<file path="src/design/mfc_pkg.sv">
// constants and field layout of the frame control register bank
// Operation
// - feature control register changes only while receive and transmit MACs are both off
// - feature control bits 15:9 reserved; register resets to all zeros
// - control bit 8 lets the receiver accept frames under 64 bytes
// - control bit 7 lets the receiver accept broadcast frames
// - control bit 6 drops received pause frames inside the MAC
// - control bit 5 selects transmit half duplex, only at 10/100 speed
// - control bit 4 accepts multicast via hash filter; clear rejects all but pause
// - control bit 3 signals received pause frames to transmitter, regardless of drop
// - control bit 2 stops the transmitter appending the frame check sequence
// - control bit 1 strips FCS and pad before the receive FIFO
// - pad stripping acts only when length/type carries a length
// - control bit 0 is promiscuous: no address filtering at all
// - frame length limit resets to 1518; longer received frames flagged long
// - frame length limit changes only while the MAC is disabled
// - gap field is 5 bits of byte times, resets to 12, bits 15:5 reserved
// - MAC is disabled only when transmit and receive enables are both low
// - each 16-bit register is two bytes, lower address is the lower byte
package mfc_pkg;

  // byte addresses on the host interface
  localparam logic [7:0] MFC_ADDR_CTL_LO   = 8'h02;
  localparam logic [7:0] MFC_ADDR_CTL_HI   = 8'h03;
  localparam logic [7:0] MFC_ADDR_LIMIT_LO = 8'h04;
  localparam logic [7:0] MFC_ADDR_LIMIT_HI = 8'h05;
  localparam logic [7:0] MFC_ADDR_GAP_LO   = 8'h08;
  localparam logic [7:0] MFC_ADDR_GAP_HI   = 8'h09;

  // reset values and writable masks
  localparam logic [15:0] MFC_CTL_RESET   = 16'h0000;
  localparam logic [15:0] MFC_CTL_MASK    = 16'h01FF;
  localparam logic [15:0] MFC_LIMIT_RESET = 16'h05EE;
  localparam logic [15:0] MFC_LIMIT_MASK  = 16'hFFFF;
  localparam logic [15:0] MFC_GAP_RESET   = 16'h000C;
  localparam logic [15:0] MFC_GAP_MASK    = 16'h001F;

  // feature control bit positions
  localparam int MFC_BIT_SHORT   = 8;
  localparam int MFC_BIT_BCAST   = 7;
  localparam int MFC_BIT_DROP    = 6;
  localparam int MFC_BIT_HDX     = 5;
  localparam int MFC_BIT_MCAST   = 4;
  localparam int MFC_BIT_PAUSE   = 3;
  localparam int MFC_BIT_NO_FCS  = 2;
  localparam int MFC_BIT_STRIP   = 1;
  localparam int MFC_BIT_PROMISC = 0;

  // gap field width
  localparam int MFC_GAP_W = 5;

  // frame geometry in bytes
  localparam logic [15:0] MFC_MIN_FRAME   = 16'h0040;
  localparam logic [15:0] MFC_FCS_BYTES   = 16'h0004;
  localparam logic [15:0] MFC_HDR_BYTES   = 16'h000E;
  localparam logic [15:0] MFC_LEN_MAX     = 16'h05DC;
  localparam logic [15:0] MFC_MIN_PAYLOAD = 16'h002E;

endpackage

</file>
<file path="src/design/mfc_host_reg.sv">
// one 16-bit host register written a byte at a time
`timescale 1ns/1ps
module mfc_host_reg
  import mfc_pkg::*;
#(
  parameter logic [15:0] RESET_VAL = 16'h0000,
  parameter logic [15:0] WR_MASK   = 16'hFFFF
) (
  // clock and reset
  input  wire logic        clk_sys_in,
  input  wire logic        rst_in,
  // byte write port
  input  wire logic        wr_en_in,
  input  wire logic        lane_hi_in,
  input  wire logic [7:0]  wdata_in,
  // stored value
  output logic      [15:0] value_out
);

  typedef struct packed {
    logic [15:0] value;
  } mfc_hreg_state_t;

  mfc_hreg_state_t state_reg;
  mfc_hreg_state_t state_next;

  // byte lane merge; reserved bits never store so they read zero
  always_comb begin
    state_next = state_reg;
    if (wr_en_in) begin
      if (lane_hi_in) begin
        state_next.value[15:8] = wdata_in & WR_MASK[15:8];
      end else begin
        state_next.value[7:0] = wdata_in & WR_MASK[7:0];
      end
    end
  end

  always_ff @(posedge clk_sys_in or posedge rst_in) begin
    if (rst_in) begin
      state_reg.value <= RESET_VAL;
    end else begin
      state_reg <= state_next;
    end
  end

  assign value_out = state_reg.value;

endmodule

</file>
<file path="src/design/mfc_gap_timer.sv">
// idle byte-time counter between transmitted frames
`timescale 1ns/1ps
module mfc_gap_timer
  import mfc_pkg::*;
(
  // clock and reset
  input  wire logic                 clk_sys_in,
  input  wire logic                 rst_in,
  // transmit timing
  input  wire logic                 frame_end_in,
  input  wire logic                 byte_tick_in,
  input  wire logic [MFC_GAP_W-1:0] gap_in,
  // gap satisfied
  output logic                      gap_done_out
);

  typedef struct packed {
    logic [MFC_GAP_W-1:0] count;
    logic                 done;
  } mfc_gap_state_t;

  mfc_gap_state_t state_reg;
  mfc_gap_state_t state_next;

  // restart at each frame end, count byte times until the gap is met
  always_comb begin
    state_next = state_reg;
    if (frame_end_in) begin
      state_next.count = '0;
      state_next.done  = (gap_in == '0);
    end else if (!state_reg.done && byte_tick_in) begin
      state_next.count = state_reg.count + 1'b1;
      state_next.done  = ((state_reg.count + 1'b1) >= gap_in);
    end
  end

  // idle link after reset: gap already satisfied
  always_ff @(posedge clk_sys_in or posedge rst_in) begin
    if (rst_in) begin
      state_reg.count <= '0;
      state_reg.done  <= 1'b1;
    end else begin
      state_reg <= state_next;
    end
  end

  assign gap_done_out = state_reg.done;

endmodule

</file>
<file path="src/design/mac_frame_control_registers.sv">
// frame control register bank with receive decision and transmit gap logic
`timescale 1ns/1ps
module mac_frame_control_registers
  import mfc_pkg::*;
(
  // clock and reset
  input  wire logic        clk_sys_in,
  input  wire logic        rst_in,
  // byte-wide host interface
  input  wire logic        hi_cs_in,
  input  wire logic        hi_wr_in,
  input  wire logic        hi_rd_in,
  input  wire logic [7:0]  hi_addr_in,
  input  wire logic [7:0]  hi_wdata_in,
  output logic      [7:0]  hi_rdata_out,
  output logic             hi_rdy_out,
  output logic             hi_wr_ignored_out,
  // mode register state
  input  wire logic        tx_en_in,
  input  wire logic        rx_en_in,
  input  wire logic        gbit_en_in,
  // received frame summary
  input  wire logic        rx_frame_end_in,
  input  wire logic [15:0] rx_byte_count_in,
  input  wire logic [15:0] rx_len_type_in,
  input  wire logic        rx_bcast_in,
  input  wire logic        rx_mcast_in,
  input  wire logic        rx_addr_match_in,
  input  wire logic        rx_hash_hit_in,
  input  wire logic        rx_pause_in,
  // receive decision
  output logic             rx_done_out,
  output logic             rx_accept_out,
  output logic             rx_long_out,
  output logic             rx_short_out,
  output logic [15:0]      rx_keep_bytes_out,
  output logic             rx_pause_ind_out,
  // transmit control
  input  wire logic        tx_frame_end_in,
  input  wire logic        tx_byte_tick_in,
  output logic             tx_gap_ok_out,
  output logic             tx_half_duplex_out,
  output logic             tx_append_fcs_out,
  // live configuration
  output logic [15:0]      feature_ctl_out,
  output logic [15:0]      frame_limit_out
);

  typedef struct packed {
    logic [7:0]  rdata;
    logic        rdy;
    logic        wr_ignored;
    logic        rx_done;
    logic        rx_accept;
    logic        rx_long;
    logic        rx_short;
    logic [15:0] rx_keep;
    logic        rx_pause_ind;
    logic        tx_gap_ok;
    logic        tx_hdx;
    logic        tx_fcs;
    logic [15:0] ctl;
    logic [15:0] limit;
  } mfc_top_state_t;

  mfc_top_state_t state_reg;
  mfc_top_state_t state_next;

  logic        mac_idle;
  logic        wr_strobe;
  logic        wr_allowed;
  logic        wr_ctl;
  logic        wr_limit;
  logic        wr_gap;
  logic        lane_hi;
  logic [15:0] frame_feature_control;
  logic [15:0] frame_length_limit;
  logic [15:0] interframe_gap_length;
  logic        gap_done;

  // disabled only when both mode enables are low
  assign mac_idle   = !tx_en_in && !rx_en_in;
  assign wr_strobe  = hi_cs_in && hi_wr_in;
  // protected registers take writes only while idle
  assign wr_allowed = wr_strobe && mac_idle;
  assign lane_hi    = hi_addr_in[0];

  // address decode per register
  assign wr_ctl   = wr_allowed && (hi_addr_in == MFC_ADDR_CTL_LO || hi_addr_in == MFC_ADDR_CTL_HI);
  assign wr_limit = wr_allowed && (hi_addr_in == MFC_ADDR_LIMIT_LO || hi_addr_in == MFC_ADDR_LIMIT_HI);
  assign wr_gap   = wr_allowed && (hi_addr_in == MFC_ADDR_GAP_LO || hi_addr_in == MFC_ADDR_GAP_HI);

  // feature control, reserved 15:9 held at zero
  mfc_host_reg #(
    .RESET_VAL (MFC_CTL_RESET),
    .WR_MASK   (MFC_CTL_MASK)
  ) u_ctl_reg (
    .clk_sys_in (clk_sys_in),
    .rst_in     (rst_in),
    .wr_en_in   (wr_ctl),
    .lane_hi_in (lane_hi),
    .wdata_in   (hi_wdata_in),
    .value_out  (frame_feature_control)
  );

  // frame length limit
  mfc_host_reg #(
    .RESET_VAL (MFC_LIMIT_RESET),
    .WR_MASK   (MFC_LIMIT_MASK)
  ) u_limit_reg (
    .clk_sys_in (clk_sys_in),
    .rst_in     (rst_in),
    .wr_en_in   (wr_limit),
    .lane_hi_in (lane_hi),
    .wdata_in   (hi_wdata_in),
    .value_out  (frame_length_limit)
  );

  // inter-packet gap, five useful bits
  mfc_host_reg #(
    .RESET_VAL (MFC_GAP_RESET),
    .WR_MASK   (MFC_GAP_MASK)
  ) u_gap_reg (
    .clk_sys_in (clk_sys_in),
    .rst_in     (rst_in),
    .wr_en_in   (wr_gap),
    .lane_hi_in (lane_hi),
    .wdata_in   (hi_wdata_in),
    .value_out  (interframe_gap_length)
  );

  // transmit idle spacing in byte times
  mfc_gap_timer u_gap_timer (
    .clk_sys_in   (clk_sys_in),
    .rst_in       (rst_in),
    .frame_end_in (tx_frame_end_in),
    .byte_tick_in (tx_byte_tick_in),
    .gap_in       (interframe_gap_length[MFC_GAP_W-1:0]),
    .gap_done_out (gap_done)
  );

  // next state: host answers, receive verdict, transmit controls
  always_comb begin
    logic        addr_ok;
    logic        mcast_ok;
    logic        size_ok;
    logic        is_length;
    logic [15:0] pad_bytes;
    logic [15:0] keep;
    addr_ok   = 1'b0;
    mcast_ok  = 1'b0;
    size_ok   = 1'b0;
    is_length = 1'b0;
    pad_bytes = '0;
    keep      = '0;
    state_next = state_reg;

    // host read data and ready, one cycle after the strobe
    state_next.rdy        = hi_cs_in && (hi_wr_in || hi_rd_in);
    state_next.wr_ignored = wr_strobe && !mac_idle &&
                            (hi_addr_in >= MFC_ADDR_CTL_LO && hi_addr_in <= MFC_ADDR_GAP_HI);
    if (hi_cs_in && hi_rd_in) begin
      case (hi_addr_in)
        MFC_ADDR_CTL_LO: begin
          state_next.rdata = frame_feature_control[7:0];
        end
        MFC_ADDR_CTL_HI: begin
          state_next.rdata = frame_feature_control[15:8];
        end
        MFC_ADDR_LIMIT_LO: begin
          state_next.rdata = frame_length_limit[7:0];
        end
        MFC_ADDR_LIMIT_HI: begin
          state_next.rdata = frame_length_limit[15:8];
        end
        MFC_ADDR_GAP_LO: begin
          state_next.rdata = interframe_gap_length[7:0];
        end
        MFC_ADDR_GAP_HI: begin
          state_next.rdata = interframe_gap_length[15:8];
        end
        default: begin
          state_next.rdata = 8'h00;
        end
      endcase
    end

    // multicast: hash filter if enabled, pause always passes
    mcast_ok = rx_mcast_in && !rx_bcast_in &&
               ((frame_feature_control[MFC_BIT_MCAST] && rx_hash_hit_in) || rx_pause_in);
    // promiscuous bypasses every address test
    addr_ok  = frame_feature_control[MFC_BIT_PROMISC] || rx_addr_match_in ||
               (rx_bcast_in && frame_feature_control[MFC_BIT_BCAST]) ||
               mcast_ok;
    // short frames only with the short enable
    size_ok  = (rx_byte_count_in >= MFC_MIN_FRAME) || frame_feature_control[MFC_BIT_SHORT];
    // pad only exists on length-coded frames
    is_length = (rx_len_type_in <= MFC_LEN_MAX);
    if (is_length && rx_len_type_in < MFC_MIN_PAYLOAD) begin
      pad_bytes = MFC_MIN_PAYLOAD - rx_len_type_in;
    end

    // bytes written to the client fifo
    keep = rx_byte_count_in;
    if (frame_feature_control[MFC_BIT_STRIP]) begin
      if (rx_byte_count_in >= MFC_FCS_BYTES) begin
        keep = rx_byte_count_in - MFC_FCS_BYTES;
      end else begin
        keep = '0;
      end
      if (is_length && keep >= pad_bytes) begin
        keep = keep - pad_bytes;
      end
    end

    // done and pause indication pulse once per received frame; the verdict flags hold until the next frame end
    state_next.rx_done      = rx_frame_end_in;
    state_next.rx_pause_ind = 1'b0;
    if (rx_frame_end_in) begin
      state_next.rx_accept = addr_ok && size_ok &&
                             !(rx_pause_in && frame_feature_control[MFC_BIT_DROP]);
      state_next.rx_long   = (rx_byte_count_in > frame_length_limit);
      state_next.rx_short  = (rx_byte_count_in < MFC_MIN_FRAME);
      state_next.rx_keep   = keep;
      // pause indication ignores the drop setting
      state_next.rx_pause_ind = rx_pause_in && frame_feature_control[MFC_BIT_PAUSE];
    end

    // transmit side controls, registered so outputs come from flops
    state_next.tx_gap_ok = gap_done;
    state_next.tx_hdx    = frame_feature_control[MFC_BIT_HDX] && !gbit_en_in;
    state_next.tx_fcs    = !frame_feature_control[MFC_BIT_NO_FCS];
    state_next.ctl       = frame_feature_control;
    state_next.limit     = frame_length_limit;
  end

  // reset to documented values; fcs appended and gap met while idle
  always_ff @(posedge clk_sys_in or posedge rst_in) begin
    if (rst_in) begin
      state_reg.rdata        <= 8'h00;
      state_reg.rdy          <= 1'b0;
      state_reg.wr_ignored   <= 1'b0;
      state_reg.rx_done      <= 1'b0;
      state_reg.rx_accept    <= 1'b0;
      state_reg.rx_long      <= 1'b0;
      state_reg.rx_short     <= 1'b0;
      state_reg.rx_keep      <= 16'h0000;
      state_reg.rx_pause_ind <= 1'b0;
      state_reg.tx_gap_ok    <= 1'b1;
      state_reg.tx_hdx       <= 1'b0;
      state_reg.tx_fcs       <= 1'b1;
      state_reg.ctl          <= MFC_CTL_RESET;
      state_reg.limit        <= MFC_LIMIT_RESET;
    end else begin
      state_reg <= state_next;
    end
  end

  // outputs straight from the state flops
  assign hi_rdata_out       = state_reg.rdata;
  assign hi_rdy_out         = state_reg.rdy;
  assign hi_wr_ignored_out  = state_reg.wr_ignored;
  assign rx_done_out        = state_reg.rx_done;
  assign rx_accept_out      = state_reg.rx_accept;
  assign rx_long_out        = state_reg.rx_long;
  assign rx_short_out       = state_reg.rx_short;
  assign rx_keep_bytes_out  = state_reg.rx_keep;
  assign rx_pause_ind_out   = state_reg.rx_pause_ind;
  assign tx_gap_ok_out      = state_reg.tx_gap_ok;
  assign tx_half_duplex_out = state_reg.tx_hdx;
  assign tx_append_fcs_out  = state_reg.tx_fcs;
  assign feature_ctl_out    = state_reg.ctl;
  assign frame_limit_out    = state_reg.limit;

endmodule

</file>
<file path="config.mk">
export PLATFORM = sky130hd
export DESIGN_NAME = mac_frame_control_registers
export DESIGN_NICKNAME = d
export VERILOG_FILES = /design/src/design/mfc_pkg.sv /design/src/design/mfc_host_reg.sv /design/src/design/mfc_gap_timer.sv /design/src/design/mac_frame_control_registers.sv
export SDC_FILE = /design/constraint.sdc
export NUM_CORES = 1
export LEC_CHECK = 0
export ABC_AREA = 1
export BUFFER_PORTS_ARGS = -buffer_cell sky130_fd_sc_hd__clkbuf_2
export CORE_MARGIN = 2
export CORE_UTILIZATION = 60
export DETAILED_ROUTE_END_ITERATION = 12
export PLACE_DENSITY = 0.87
export SLEW_MARGIN = 10
export SYNTH_ARGS = -nofsm -noshare
export SYNTH_HDL_FRONTEND = slang
export SYNTH_SLANG_ARGS = --single-unit
</file>
<file path="constraint.sdc">
create_clock -name clk_sys_in -period 4.7 [get_ports clk_sys_in]
set_input_delay 0.94 -clock clk_sys_in [delete_from_list [all_inputs] [get_ports clk_sys_in]]
set_output_delay 0.94 -clock clk_sys_in [all_outputs]
set_load 0.05 [all_outputs]
</file>
==> key figures, run 1 <==
Floorplan
  • Die width: 108 um
  • Die Ht: 108 um
  • Row cnt: 37
  • Area of the core: 0.0104 mm2
  • Initial core utilization: 62.2%
  • IO Count: 130
  • Die ar.: 0.0116 mm2

Placed design
  • PortBufs: 122
  • Post-Place Cell Area: 0.00714 mm2
  • DP Worst Slack: 575 ps
  • Post-DP HPWL: 13,200 um
  • GP Congestion: 0.980

Global routing
  • Vias in the first global route: 5,643
  • Largest net degree at the start of global routing: 61
  • Met1 Usage GRT: 42.9%
  • Met3 Use GR: 5.99%
  • GR Overflow Total: 0
  • Total GRT Usage: 29.8%
  • Met2 Usage GRT: 45.6%
  • GRT Max-Usage Layer: met2
  • Antenna violations before repair: 0
  • Global-route wire length before repair: 27,200 um

Clock network
  • Max Buffers Root-to-Sink: 2
  • Reg clk slew, reported paths: 100 ps
  • Post-CTS setup buffers: 0
  • Post-CTS resize count: 0
  • Clock sink count: 95
  • Hold buffer count at CTS: 0
  • Clk_lat worst skew: 370 ps
  • CTS Buf Count: 9
  • CTS root buffer: clkbuf_8
  • CTS H-tree lvls: 3
  • CTS tree: done

STA
  • Post-route clock skew: 9.98 ps
  • Fmax: 261 MHz
  • Slew HR: 42.9%
  • Period utilization: 81.5%
  • Final slew viol count: 0
  • Setup TNS: 0 ps
  • Final Hold Vio Count: 0
  • Setup Viol. Count Final: 0
  • Setup slack after layout: 870 ps
  • Slew @ Worst Pin: 856 ps
  • RSZ-0062 raised after global routing: false
  • Post-layout min period: 3830 ps

Power
  • Leakage dissipation: 3.87 nW
  • VDD IR max: 0.000205 V
  • PnR Total Power: 0.00179 W
  • Switching fraction of total power: 34.8%
  • Clock share of power: 28.6%
  • Logic pwr share: 23.4%
  • Pwr/cell area: 245 mW/mm2
  • Design internal power: 0.00117 W
  • Sequential power share: 48.0%
  • Net Sw Power: 0.000625 W

Drt
  • Via count: 6,194
  • Router iterations before antenna repair: 5
  • Routed Antenna Nets: 0
  • DR iter-0 viols: 491
  • Vias per inst: 5.46
  • Average wire per standard cell: 14.8 um
  • Routed WL: 16,800 um
  • DRC Markers: 0

Layout
  • P&R area growth vs syn: 13.7%
  • Layout cells sized above 1: 22.4%
  • Layout Nets: 1,102
  • Fill cells: 879
  • Area occupied by multi-input gates: 0.00346 mm2
  • Register area: 0.00240 mm2
  • Fin area: 0.00733 mm2
  • Antenna diode count: 0

Min path
  • Hold Path Depth: 0
  • Worst hold path type: reg2reg

Yosys
  • Post-Syn Area per Cell: 7.41 um2
  • Top cell type's share of synthesized area: 28.7%
  • Primary FF master, synth: dfrtp_1
  • Netlist Area Pre-Place: 0.00644 mm2
  • Unique masters post-synth: 48
  • Post-synth EDFFs: 0
  • Ys async rst share: 100%
  • Cells after Synth: 870
  • Leading post-synthesis cells by cell area: dfrtp_1 (29%), nand2_1 (15%), dfstp_2 (8.6%)
  • Yosys top cell by area: dfrtp_1
  • Register area share after synthesis: 37.3%
  • Synthesis-stage register bit count: 95
  • Synth Warn #: 0

Run status
  • Outcome: finished, final reports clean

Setup path
  • Max incr delay on CP: 510 ps
  • CP Capture Type: flop
  • CP delay by family, top: simple AND/OR/NAND/NOR gates
  • Worst path required time: 4970 ps
  • CP Buf/Inv Count: 4
  • Top cell by count, worst path: nand2_1
  • Cell depth of the worst setup path: 19
  • Sequence of cells on the critical path: clkbuf_2, inv_1, ha_1, nand3_1, a21oi_1, nand2_1, inv_1, or2_2, inv_1, ha_1, nand2_1, nor2_2, nand2_1, nand3_2, nand2_2, a21oi_2, nand2_1, nand3_1, a21oi_2
  • Crit start category: input port
  • R2R cell count: 9
  • Kind of critical path: in2reg
  • Flop-to-flop setup slack: 2880 ps
  • Arrival time worst endpoint: 4100 ps
  • Critical path's slowest cell: a21oi_2
  • Max FO, Critical Path: 12

Flow run
  • Max Cap Viol: 0
==> placed cells by master, fill, tap and decap left out, types with 3 or more instances in the layout <==
cell type,n
a21oi_1,49
a21oi_2,7
and2_1,4
clkbuf_2,122
clkbuf_8,9
conb_1,12
dfrtp_1,74
dfstp_2,21
ha_1,43
inv_1,119
inv_2,5
inv_6,3
nand2_1,259
nand2_2,11
nand3_1,52
nand3_2,3
nand3b_1,4
nand4_1,13
nor2_1,68
nor2_2,7
nor3_1,5
nor3_4,3
o2111ai_1,4
o21ai_0,28
o21ai_1,5
o21ai_2,16
o21bai_1,3
or2_2,5
xnor2_1,3
xor2_1,14
==> layout make-up <==
type,instances,area share [%]
timing repair buffer,124,8.54
clock buffer,9,1.69
clock inverter,7,0.854
inverter,126,6.49
tap,136,2.32
sequential,95,32.8
multi-input combinational,638,47.3
==> worst paths after layout <==
path,from,endpoint
setup / recovery,rx_byte_count_in[2],rx_keep_bytes_out[11]
hold / removal,u_limit_reg.value_out[10],frame_limit_out[10]
setup reg to reg,u_gap_timer.state_reg[1],u_gap_timer.gap_done_out
hold reg to reg,u_limit_reg.value_out[10],frame_limit_out[10]
max in group asynchronous,rst_in,u_limit_reg.value_out[1]
min in group asynchronous,rst_in,rx_short_out
==> cell families after synthesis <==
logic type      after synthesis  share of synthesized area (%)
mux                           1                          0.155
simple gates                444                           30.6
xor+xnor                     17                           2.31
other cells                   2                          0.117
flops                        95                           37.3
compound gates              120                           11.4
fa+ha+maj                    44                           8.66
buf+inv                     147                           9.53
==> cells in the mapped netlist (2+ instances only) <==
| cell | instances |
|---|---|
| a21oi_1 | 49 |
| a21oi_2 | 7 |
| and2_1 | 4 |
| and3_1 | 2 |
| buf_2 | 2 |
| buf_4 | 8 |
| buf_6 | 4 |
| clkbuf_1 | 6 |
| conb_1 | 2 |
| dfrtp_1 | 74 |
| dfstp_2 | 21 |
| ha_1 | 43 |
| inv_1 | 120 |
| inv_2 | 5 |
| nand2_1 | 259 |
| nand2_2 | 11 |
| nand2_4 | 2 |
| nand3_1 | 52 |
| nand3_2 | 3 |
| nand3_4 | 2 |
| nand3b_1 | 4 |
| nand4_1 | 13 |
| nor2_1 | 68 |
| nor2_2 | 7 |
| nor3_1 | 5 |
| nor3_4 | 3 |
| nor4_1 | 2 |
| o2111ai_1 | 4 |
| o21ai_0 | 28 |
| o21ai_1 | 5 |
| o21ai_2 | 16 |
| o21bai_1 | 3 |
| o31ai_1 | 2 |
| or2_2 | 5 |
| xnor2_1 | 3 |
| xor2_1 | 14 |
==> per-stage QoR <==
step	util, %	hold slack (ps)	cells
2_1_floorplan	-	361	880
4_1_cts	70.6	383	1135
3_3_place_gp	68.8	363	1119
3_5_place_dp	68.8	367	1119
6_report	70.6	384	1135
5_1_grt	70.6	389	1135
==> routing by layer <==
layer  wire length [um]  vias to the layer above
met3               1510                       47
met4                447                        0
met2               7530                      308
met1               7280                     2823
met5                  0                        -
li1                   -                     3016
==> worst reg2reg max path: stages, from the launching register on <==
cell and delay (ps):
dfrtp_1 450, ha_1 250, xor2_1 220, ha_1 290
inv_1 60, o21bai_1 80, a21oi_1 140, nor2_1 50
o21ai_0 150, a21oi_1 90
==> power groups by stage <==
stage	combinational [W]	clock, W	sequential (W)
detailed placement	0.000412	0	0.000875
floorplan	0.000231	0	0.000940
global placement	0.000408	0	0.000874
finish	0.000420	0.000513	0.000861
CTS	0.000415	0.000519	0.000861
global route	0.000463	0.000551	0.000864
(Power assumes the default switching activity.)
==> run 2, diff against run 1 <==
--- a/config.mk
+++ b/config.mk
@@ -8,9 +8,9 @@
 export ABC_AREA = 1
 export BUFFER_PORTS_ARGS = -buffer_cell sky130_fd_sc_hd__clkbuf_2
 export CORE_MARGIN = 2
-export CORE_UTILIZATION = 60
+export CORE_UTILIZATION = 51
 export DETAILED_ROUTE_END_ITERATION = 12
-export PLACE_DENSITY = 0.87
+export PLACE_DENSITY = 0.79
 export SLEW_MARGIN = 10
 export SYNTH_ARGS = -nofsm -noshare
 export SYNTH_HDL_FRONTEND = slang
==> constraint.sdc (replaced) <==
create_clock -name clk_sys_in -period 3.08 [get_ports clk_sys_in]
set_input_delay 0.616 -clock clk_sys_in [delete_from_list [all_inputs] [get_ports clk_sys_in]]
set_output_delay 0.616 -clock clk_sys_in [all_outputs]
set_load 0.05 [all_outputs]
==> run 2 against run 1 <==
- wire length grew 7.4%
- via count is 5.6% higher
- clock power rose by 130%
- sequential share of layout area is 4.9 points lower
- non-clock buffer count increased by 111
- register-to-register slack got worse by 1600 ps
- clock-buffer cell count stayed put
- die area is 17% higher
- largest cell class unchanged
==> key figures, run 2 (synthesized netlist as in run 1, its figures left out) <==
Clock network
  • CTS H-tree lvls: 3
  • Reg clk slew, reported paths: 80 ps
  • Max Buffers Root-to-Sink: 2
  • CTS tree: done
  • CTS Buf Count: 9
  • Clk_lat worst skew: 360 ps
  • CTS root buffer: clkbuf_16
  • Clock sink count: 95

Global routing
  • Met1 Usage GRT: 37.0%
  • Antenna violations before repair: 0
  • Vias in the first global route: 5,974
  • Met3 Use GR: 6.28%
  • Total GRT Usage: 26.2%
  • Global-route wire length before repair: 27,900 um
  • GR Overflow Total: 0
  • Met2 Usage GRT: 41.5%
  • Largest net degree at the start of global routing: 58
  • GRT Max-Usage Layer: met2

STA
  • Period utilization: 95.8%
  • Fmax: 339 MHz
  • Setup Viol. Count Final: 0
  • Setup slack after layout: 131 ps
  • Slew @ Worst Pin: 907 ps
  • Post-layout min period: 2950 ps
  • Slew HR: 39.5%
  • Post-route clock skew: 10.2 ps
  • Final slew viol count: 0
  • Final Hold Vio Count: 0
  • Worst hold slack: 274 ps

Floorplan
  • IO Count: 130
  • Die width: 116 um
  • Die ar.: 0.0136 mm2
  • Initial core utilization: 51.7%
  • Row cnt: 41
  • Area of the core: 0.0125 mm2
  • Die Ht: 116 um

Placed design
  • GP Congestion: 0.914
  • DP Worst Slack: -428 ps
  • PortBufs: 122
  • Post-DP HPWL: 13,900 um
  • Dpl cells: 1,259

Setup path
  • Worst reg2reg path startpoint: u_limit_reg.value_out[1]
  • Kind of critical path: in2reg
  • Max FO, Critical Path: 7
  • Worst path required time: 3330 ps
  • Arrival time worst endpoint: 3200 ps
  • Crit start category: input port
  • Flop-to-flop setup slack: 1260 ps
  • RR Endpoint: rx_long_out
  • CP Capture Type: flop
  • R2R cell count: 10

Power
  • Leakage dissipation: 4.48 nW
  • VDD IR max: 0.000371 V
  • PnR Total Power: 0.00329 W
  • Pwr/cell area: 382 mW/mm2

Layout
  • Fill cells: 983
  • Final core utilization: 69.1%
  • Commonest cells after routing, fill and taps aside: nand2_1 (251), clkbuf_2 (122), inv_1 (116)
  • Layout Nets: 1,215
  • Register area: 0.00240 mm2
  • Antenna diode count: 0
  • P&R area growth vs syn: 33.6%
  • Finished Layout Cells: 1,284
  • Area occupied by multi-input gates: 0.00373 mm2
  • Layout cells sized above 1: 34.0%
  • Most common cell after layout, fill and taps aside: nand2_1

Flow run
  • Max Cap Viol: 0

Drt
  • Average wire per standard cell: 14.0 um
  • Router iterations before antenna repair: 5
  • Routed Antenna Nets: 0
  • Routed WL: 18,000 um
  • DR iter-0 viols: 595
  • DRC Markers: 0
  • Via count: 6,541
  • Vias per inst: 5.09

Min path
  • Worst hold path type: in2async

Run status
  • Outcome: finished, final reports clean
## run 2: cell count changes in the layout (fill, tap and decap cells not counted), moves of 5 or more
cell | before | now
a21oi_1 | 49 | 44
buf_4 | 2 | 112
clkbuf_16 | 0 | 9
clkbuf_8 | 9 | 0
ha_1 | 43 | 33
ha_4 | 0 | 7
nand2_1 | 259 | 251
nand2_2 | 11 | 18
nor2_1 | 68 | 62
## run 2: worst max path at each step
| stage | startpoint | to | cells past startpoint |
|---|---|---|---|
| 2_1_floorplan | rst_in | feature_ctl_out[0] | 1 |
| 3_3_place_gp | rx_len_type_in[0] | rx_keep_bytes_out[15] | 21 |
| 3_5_place_dp | rx_len_type_in[0] | rx_keep_bytes_out[13] | 21 |
| 4_1_cts | rx_len_type_in[0] | rx_keep_bytes_out[6] | 21 |
| 5_1_grt | rx_len_type_in[0] | rx_keep_bytes_out[3] | 27 |
| 6_report | rx_byte_count_in[6] | rx_keep_bytes_out[8] | 22 |
## run 2: worst max-delay path, cell delays in order
cell and delay (ps):
clkbuf_2 150, nor2_1 210, inv_1 70, nor2_2 200, nand2_1 120, buf_4 160, buf_4 130, nand2_1 90
ha_2 210, fa_2 220, inv_1 60, nand2_1 80, nand2_2 80, nand2_2 90, nand3_2 90, nand2_4 130
a21oi_4 70, buf_4 170, nand2_1 60, nand3_1 70, nand2_1 80, nand2_1 60
## run 2: where the power goes
group | internal [W] | switching [W]
Sequential | 0.00129 | 0.0000267
Clock | 0.000651 | 0.000535
Combinational | 0.000291 | 0.000498
Total | 0.00223 | 0.00106
## run 2: area by class of cell
class	count	share of cell area (%)
well taps	172	2.50
flip-flops and latches	95	27.9
inverters	126	5.52
clock buffers	9	2.62
clock inverters	7	1.03
multi-input cells	640	43.3
repair buffers	235	17.1
## run 2: metrics by stage
step | TNS (ps) | instance area [um2]
6_report | 0 | 8610
5_1_grt | -603 | 8610
4_1_cts | 0 | 8310
3_5_place_dp | -6280 | 7980
3_3_place_gp | -5130 | 7980
2_1_floorplan | 0 | 6480
## run 2: timing repair
item | in CTS | in global routing
buffers inserted | 0 | 7
resized for setup | 3 | 50
cloned | 0 | 2
setup endpoints to repair | 13 | 16
hold buffers | 0 | 0
pin swaps | 0 | 17
## run 2: per-layer routing
metal | part of all wire [%] | vias to the layer above
li1 | - | 3255
met1 | 45 | 3029
met2 | 46 | 242
met3 | 7.2 | 15
met4 | 0.96 | 0
met5 | 0 | -
==> run 3, diff against run 2 <==
--- a/config.mk
+++ b/config.mk
@@ -11,6 +11,7 @@
 export CORE_UTILIZATION = 51
 export DETAILED_ROUTE_END_ITERATION = 12
 export PLACE_DENSITY = 0.79
+export REMOVE_ABC_BUFFERS = 1
 export SLEW_MARGIN = 10
 export SYNTH_ARGS = -nofsm -noshare
 export SYNTH_HDL_FRONTEND = slang
==> run 3 against run 2 <==
- first-iteration DRC count fell by 0.50%
- sequential cell count did not move
- sequential share of layout area fell by 0.23 points
- via count grew 1.7%
- sequential power hardly changed
- non-clock buffer count grew 2
- hold slack better by 55 ps
- wire length up 3.4%
- clock skew is 4.6 ps lower
- combinational power rose by 2%
- critical endpoint is now rx_keep_bytes_out[12]
==> key figures, run 3 (synthesized netlist as in run 1, its figures left out) <==
Clock network
  • CTS root buffer: clkbuf_16
  • Clock sink count: 95
  • Max Buffers Root-to-Sink: 2
  • CTS Buf Count: 9
  • CTS tree: done
  • Reg clk slew, reported paths: 70 ps
  • Hold buffer count at CTS: 0
  • CTS H-tree lvls: 3
  • Clk_lat worst skew: 350 ps

Placed design
  • GP Congestion: 0.902
  • Post-DP HPWL: 13,900 um
  • Post-Place Cell Area: 0.00798 mm2
  • PortBufs: 122

Setup path
  • Max FO, Critical Path: 6
  • Max incr delay on CP: 350 ps
  • Arrival time worst endpoint: 3260 ps
  • Sequence of cells on the critical path: clkbuf_2, or2_2, nor3_1, nand4_1, nor2_4, buf_6, o21ai_2, ha_1, buf_6, nand3_1, nand2_2, a21oi_4, a21oi_4, clkbuf_16, nand2_4, nand3_2, a21oi_1
  • Crit start category: input port
  • CP Capture Type: flop
  • CP Buf/Inv Count: 4
  • CP delay by family, top: simple AND/OR/NAND/NOR gates
  • Kind of critical path: in2reg
  • Worst path required time: 3350 ps
  • Critical path's slowest cell: ha_1

STA
  • Slew @ Worst Pin: 952 ps
  • Fmax: 334 MHz
  • Setup TNS: 0 ps
  • Final slew viol count: 0
  • Final Hold Vio Count: 0
  • Period utilization: 97.3%
  • Post-route clock skew: 5.58 ps
  • Setup Viol. Count Final: 0
  • Post-layout min period: 3000 ps
  • Worst hold slack: 329 ps
  • Slew HR: 36.5%

Layout
  • Most common cell after layout, fill and taps aside: nand2_1
  • P&R area growth vs syn: 34.7%
  • Fin area: 0.00868 mm2
  • Fill cells: 952
  • Layout cells sized above 1: 35.0%
  • Commonest cells after routing, fill and taps aside: nand2_1 (245), clkbuf_2 (120), inv_1 (113)
  • Area occupied by multi-input gates: 0.00377 mm2
  • Layout Nets: 1,216
  • Antenna diode count: 0
  • Register area: 0.00240 mm2

Floorplan
  • Area of the core: 0.0125 mm2
  • Initial core utilization: 51.7%
  • Die width: 116 um
  • Row cnt: 41
  • IO Count: 130
  • Die Ht: 116 um
  • Die ar.: 0.0136 mm2

Global routing
  • Total GRT Usage: 26.4%
  • GR Overflow Total: 0
  • Global-route wire length before repair: 28,200 um
  • Antenna violations before repair: 0
  • Largest net degree at the start of global routing: 57
  • Vias in the first global route: 6,057

Power
  • VDD IR max: 0.000392 V
  • Leakage dissipation: 4.51 nW
  • Pwr/cell area: 363 mW/mm2

Drt
  • Routed WL: 18,600 um
  • Average wire per standard cell: 14.5 um
  • Vias per inst: 5.18
  • DR iter-0 viols: 592
  • Router iterations before antenna repair: 8
  • DRC Markers: 0
  • Routed Antenna Nets: 0
  • Via count: 6,651

Run status
  • Outcome: finished, final reports clean

Flow run
  • Max Cap Viol: 0

Min path
  • Worst hold path type: in2async
-- run 3: through the flow --
step / instances / power (W) / setup slack [ps] / utilization (%)
CTS: 1277 / 0.00310 / 27.2 / 66.6
global route: 1285 / 0.00328 / -64.9 / 69.7
detailed placement: 1260 / 0.00207 / -559 / 64.0
global placement: 1260 / 0.00206 / -424 / 64.0
finish: 1285 / 0.00315 / 83.3 / 69.7
floorplan: 859 / 0.00178 / -75.6 / -
-- run 3: report_power, final --
part	internal, W	leakage (nW)	switching (W)
Sequential	0.00129	1.20	0.0000261
Clock	0.000553	0.123	0.000478
Combinational	0.000294	3.19	0.000510
Total	0.00214	4.51	0.00101
-- run 3: path summary, 6_finish.rpt --
| check | slack [ps] | cells after the start | startpoint | to |
|---|---|---|---|---|
| worst max-delay path | 80 | 17 | rx_len_type_in[6] | rx_keep_bytes_out[12] |
| worst min-delay path | 330 | 2 | rst_in | hi_rdy_out |
| worst max register to register | 1200 | 10 | u_limit_reg.value_out[3] | rx_long_out |
| worst min register to register | 380 | 0 | u_limit_reg.value_out[10] | frame_limit_out[10] |
| max in group asynchronous | 1990 | 3 | rst_in | u_gap_timer.gap_done_out |
| min in group clk_sys_in | 380 | 0 | u_limit_reg.value_out[10] | frame_limit_out[10] |
-- run 3: layout make-up --
class	count	area share (%)
Clock inverter	4	0.375
Inverter	126	5.55
Sequential cell	95	27.7
Multi-Input combinational cell	639	43.4
Clock buffer	12	2.72
Tap cell	172	2.48
Timing Repair Buffer	237	17.8
-- run 3: routing by layer --
layer  track usage [%]  share of wire, %
met5                 0                 0
met4              7.54               2.1
met3              5.60               8.2
met2              41.6                46
met1              36.8                43
-- run 3: timing repair --
item / CTS / global route
gates resized for setup: 3 / 81
setup buffers: 1 / 6
endpoints found under the setup margin: 12 / 16
pin swaps: 1 / 25
gates cloned: 0 / 2
-- run 3: worst register-to-register path, stage by stage, from the launching register on --
cell and delay (ps):
dfstp_2 570, inv_1 60, ha_1 300, nand2_1 100, o21ai_0 200, a21boi_0 130
o21ai_0 200, nand3_1 90, nand2_1 70, nand2_1 50, nand2_1 60
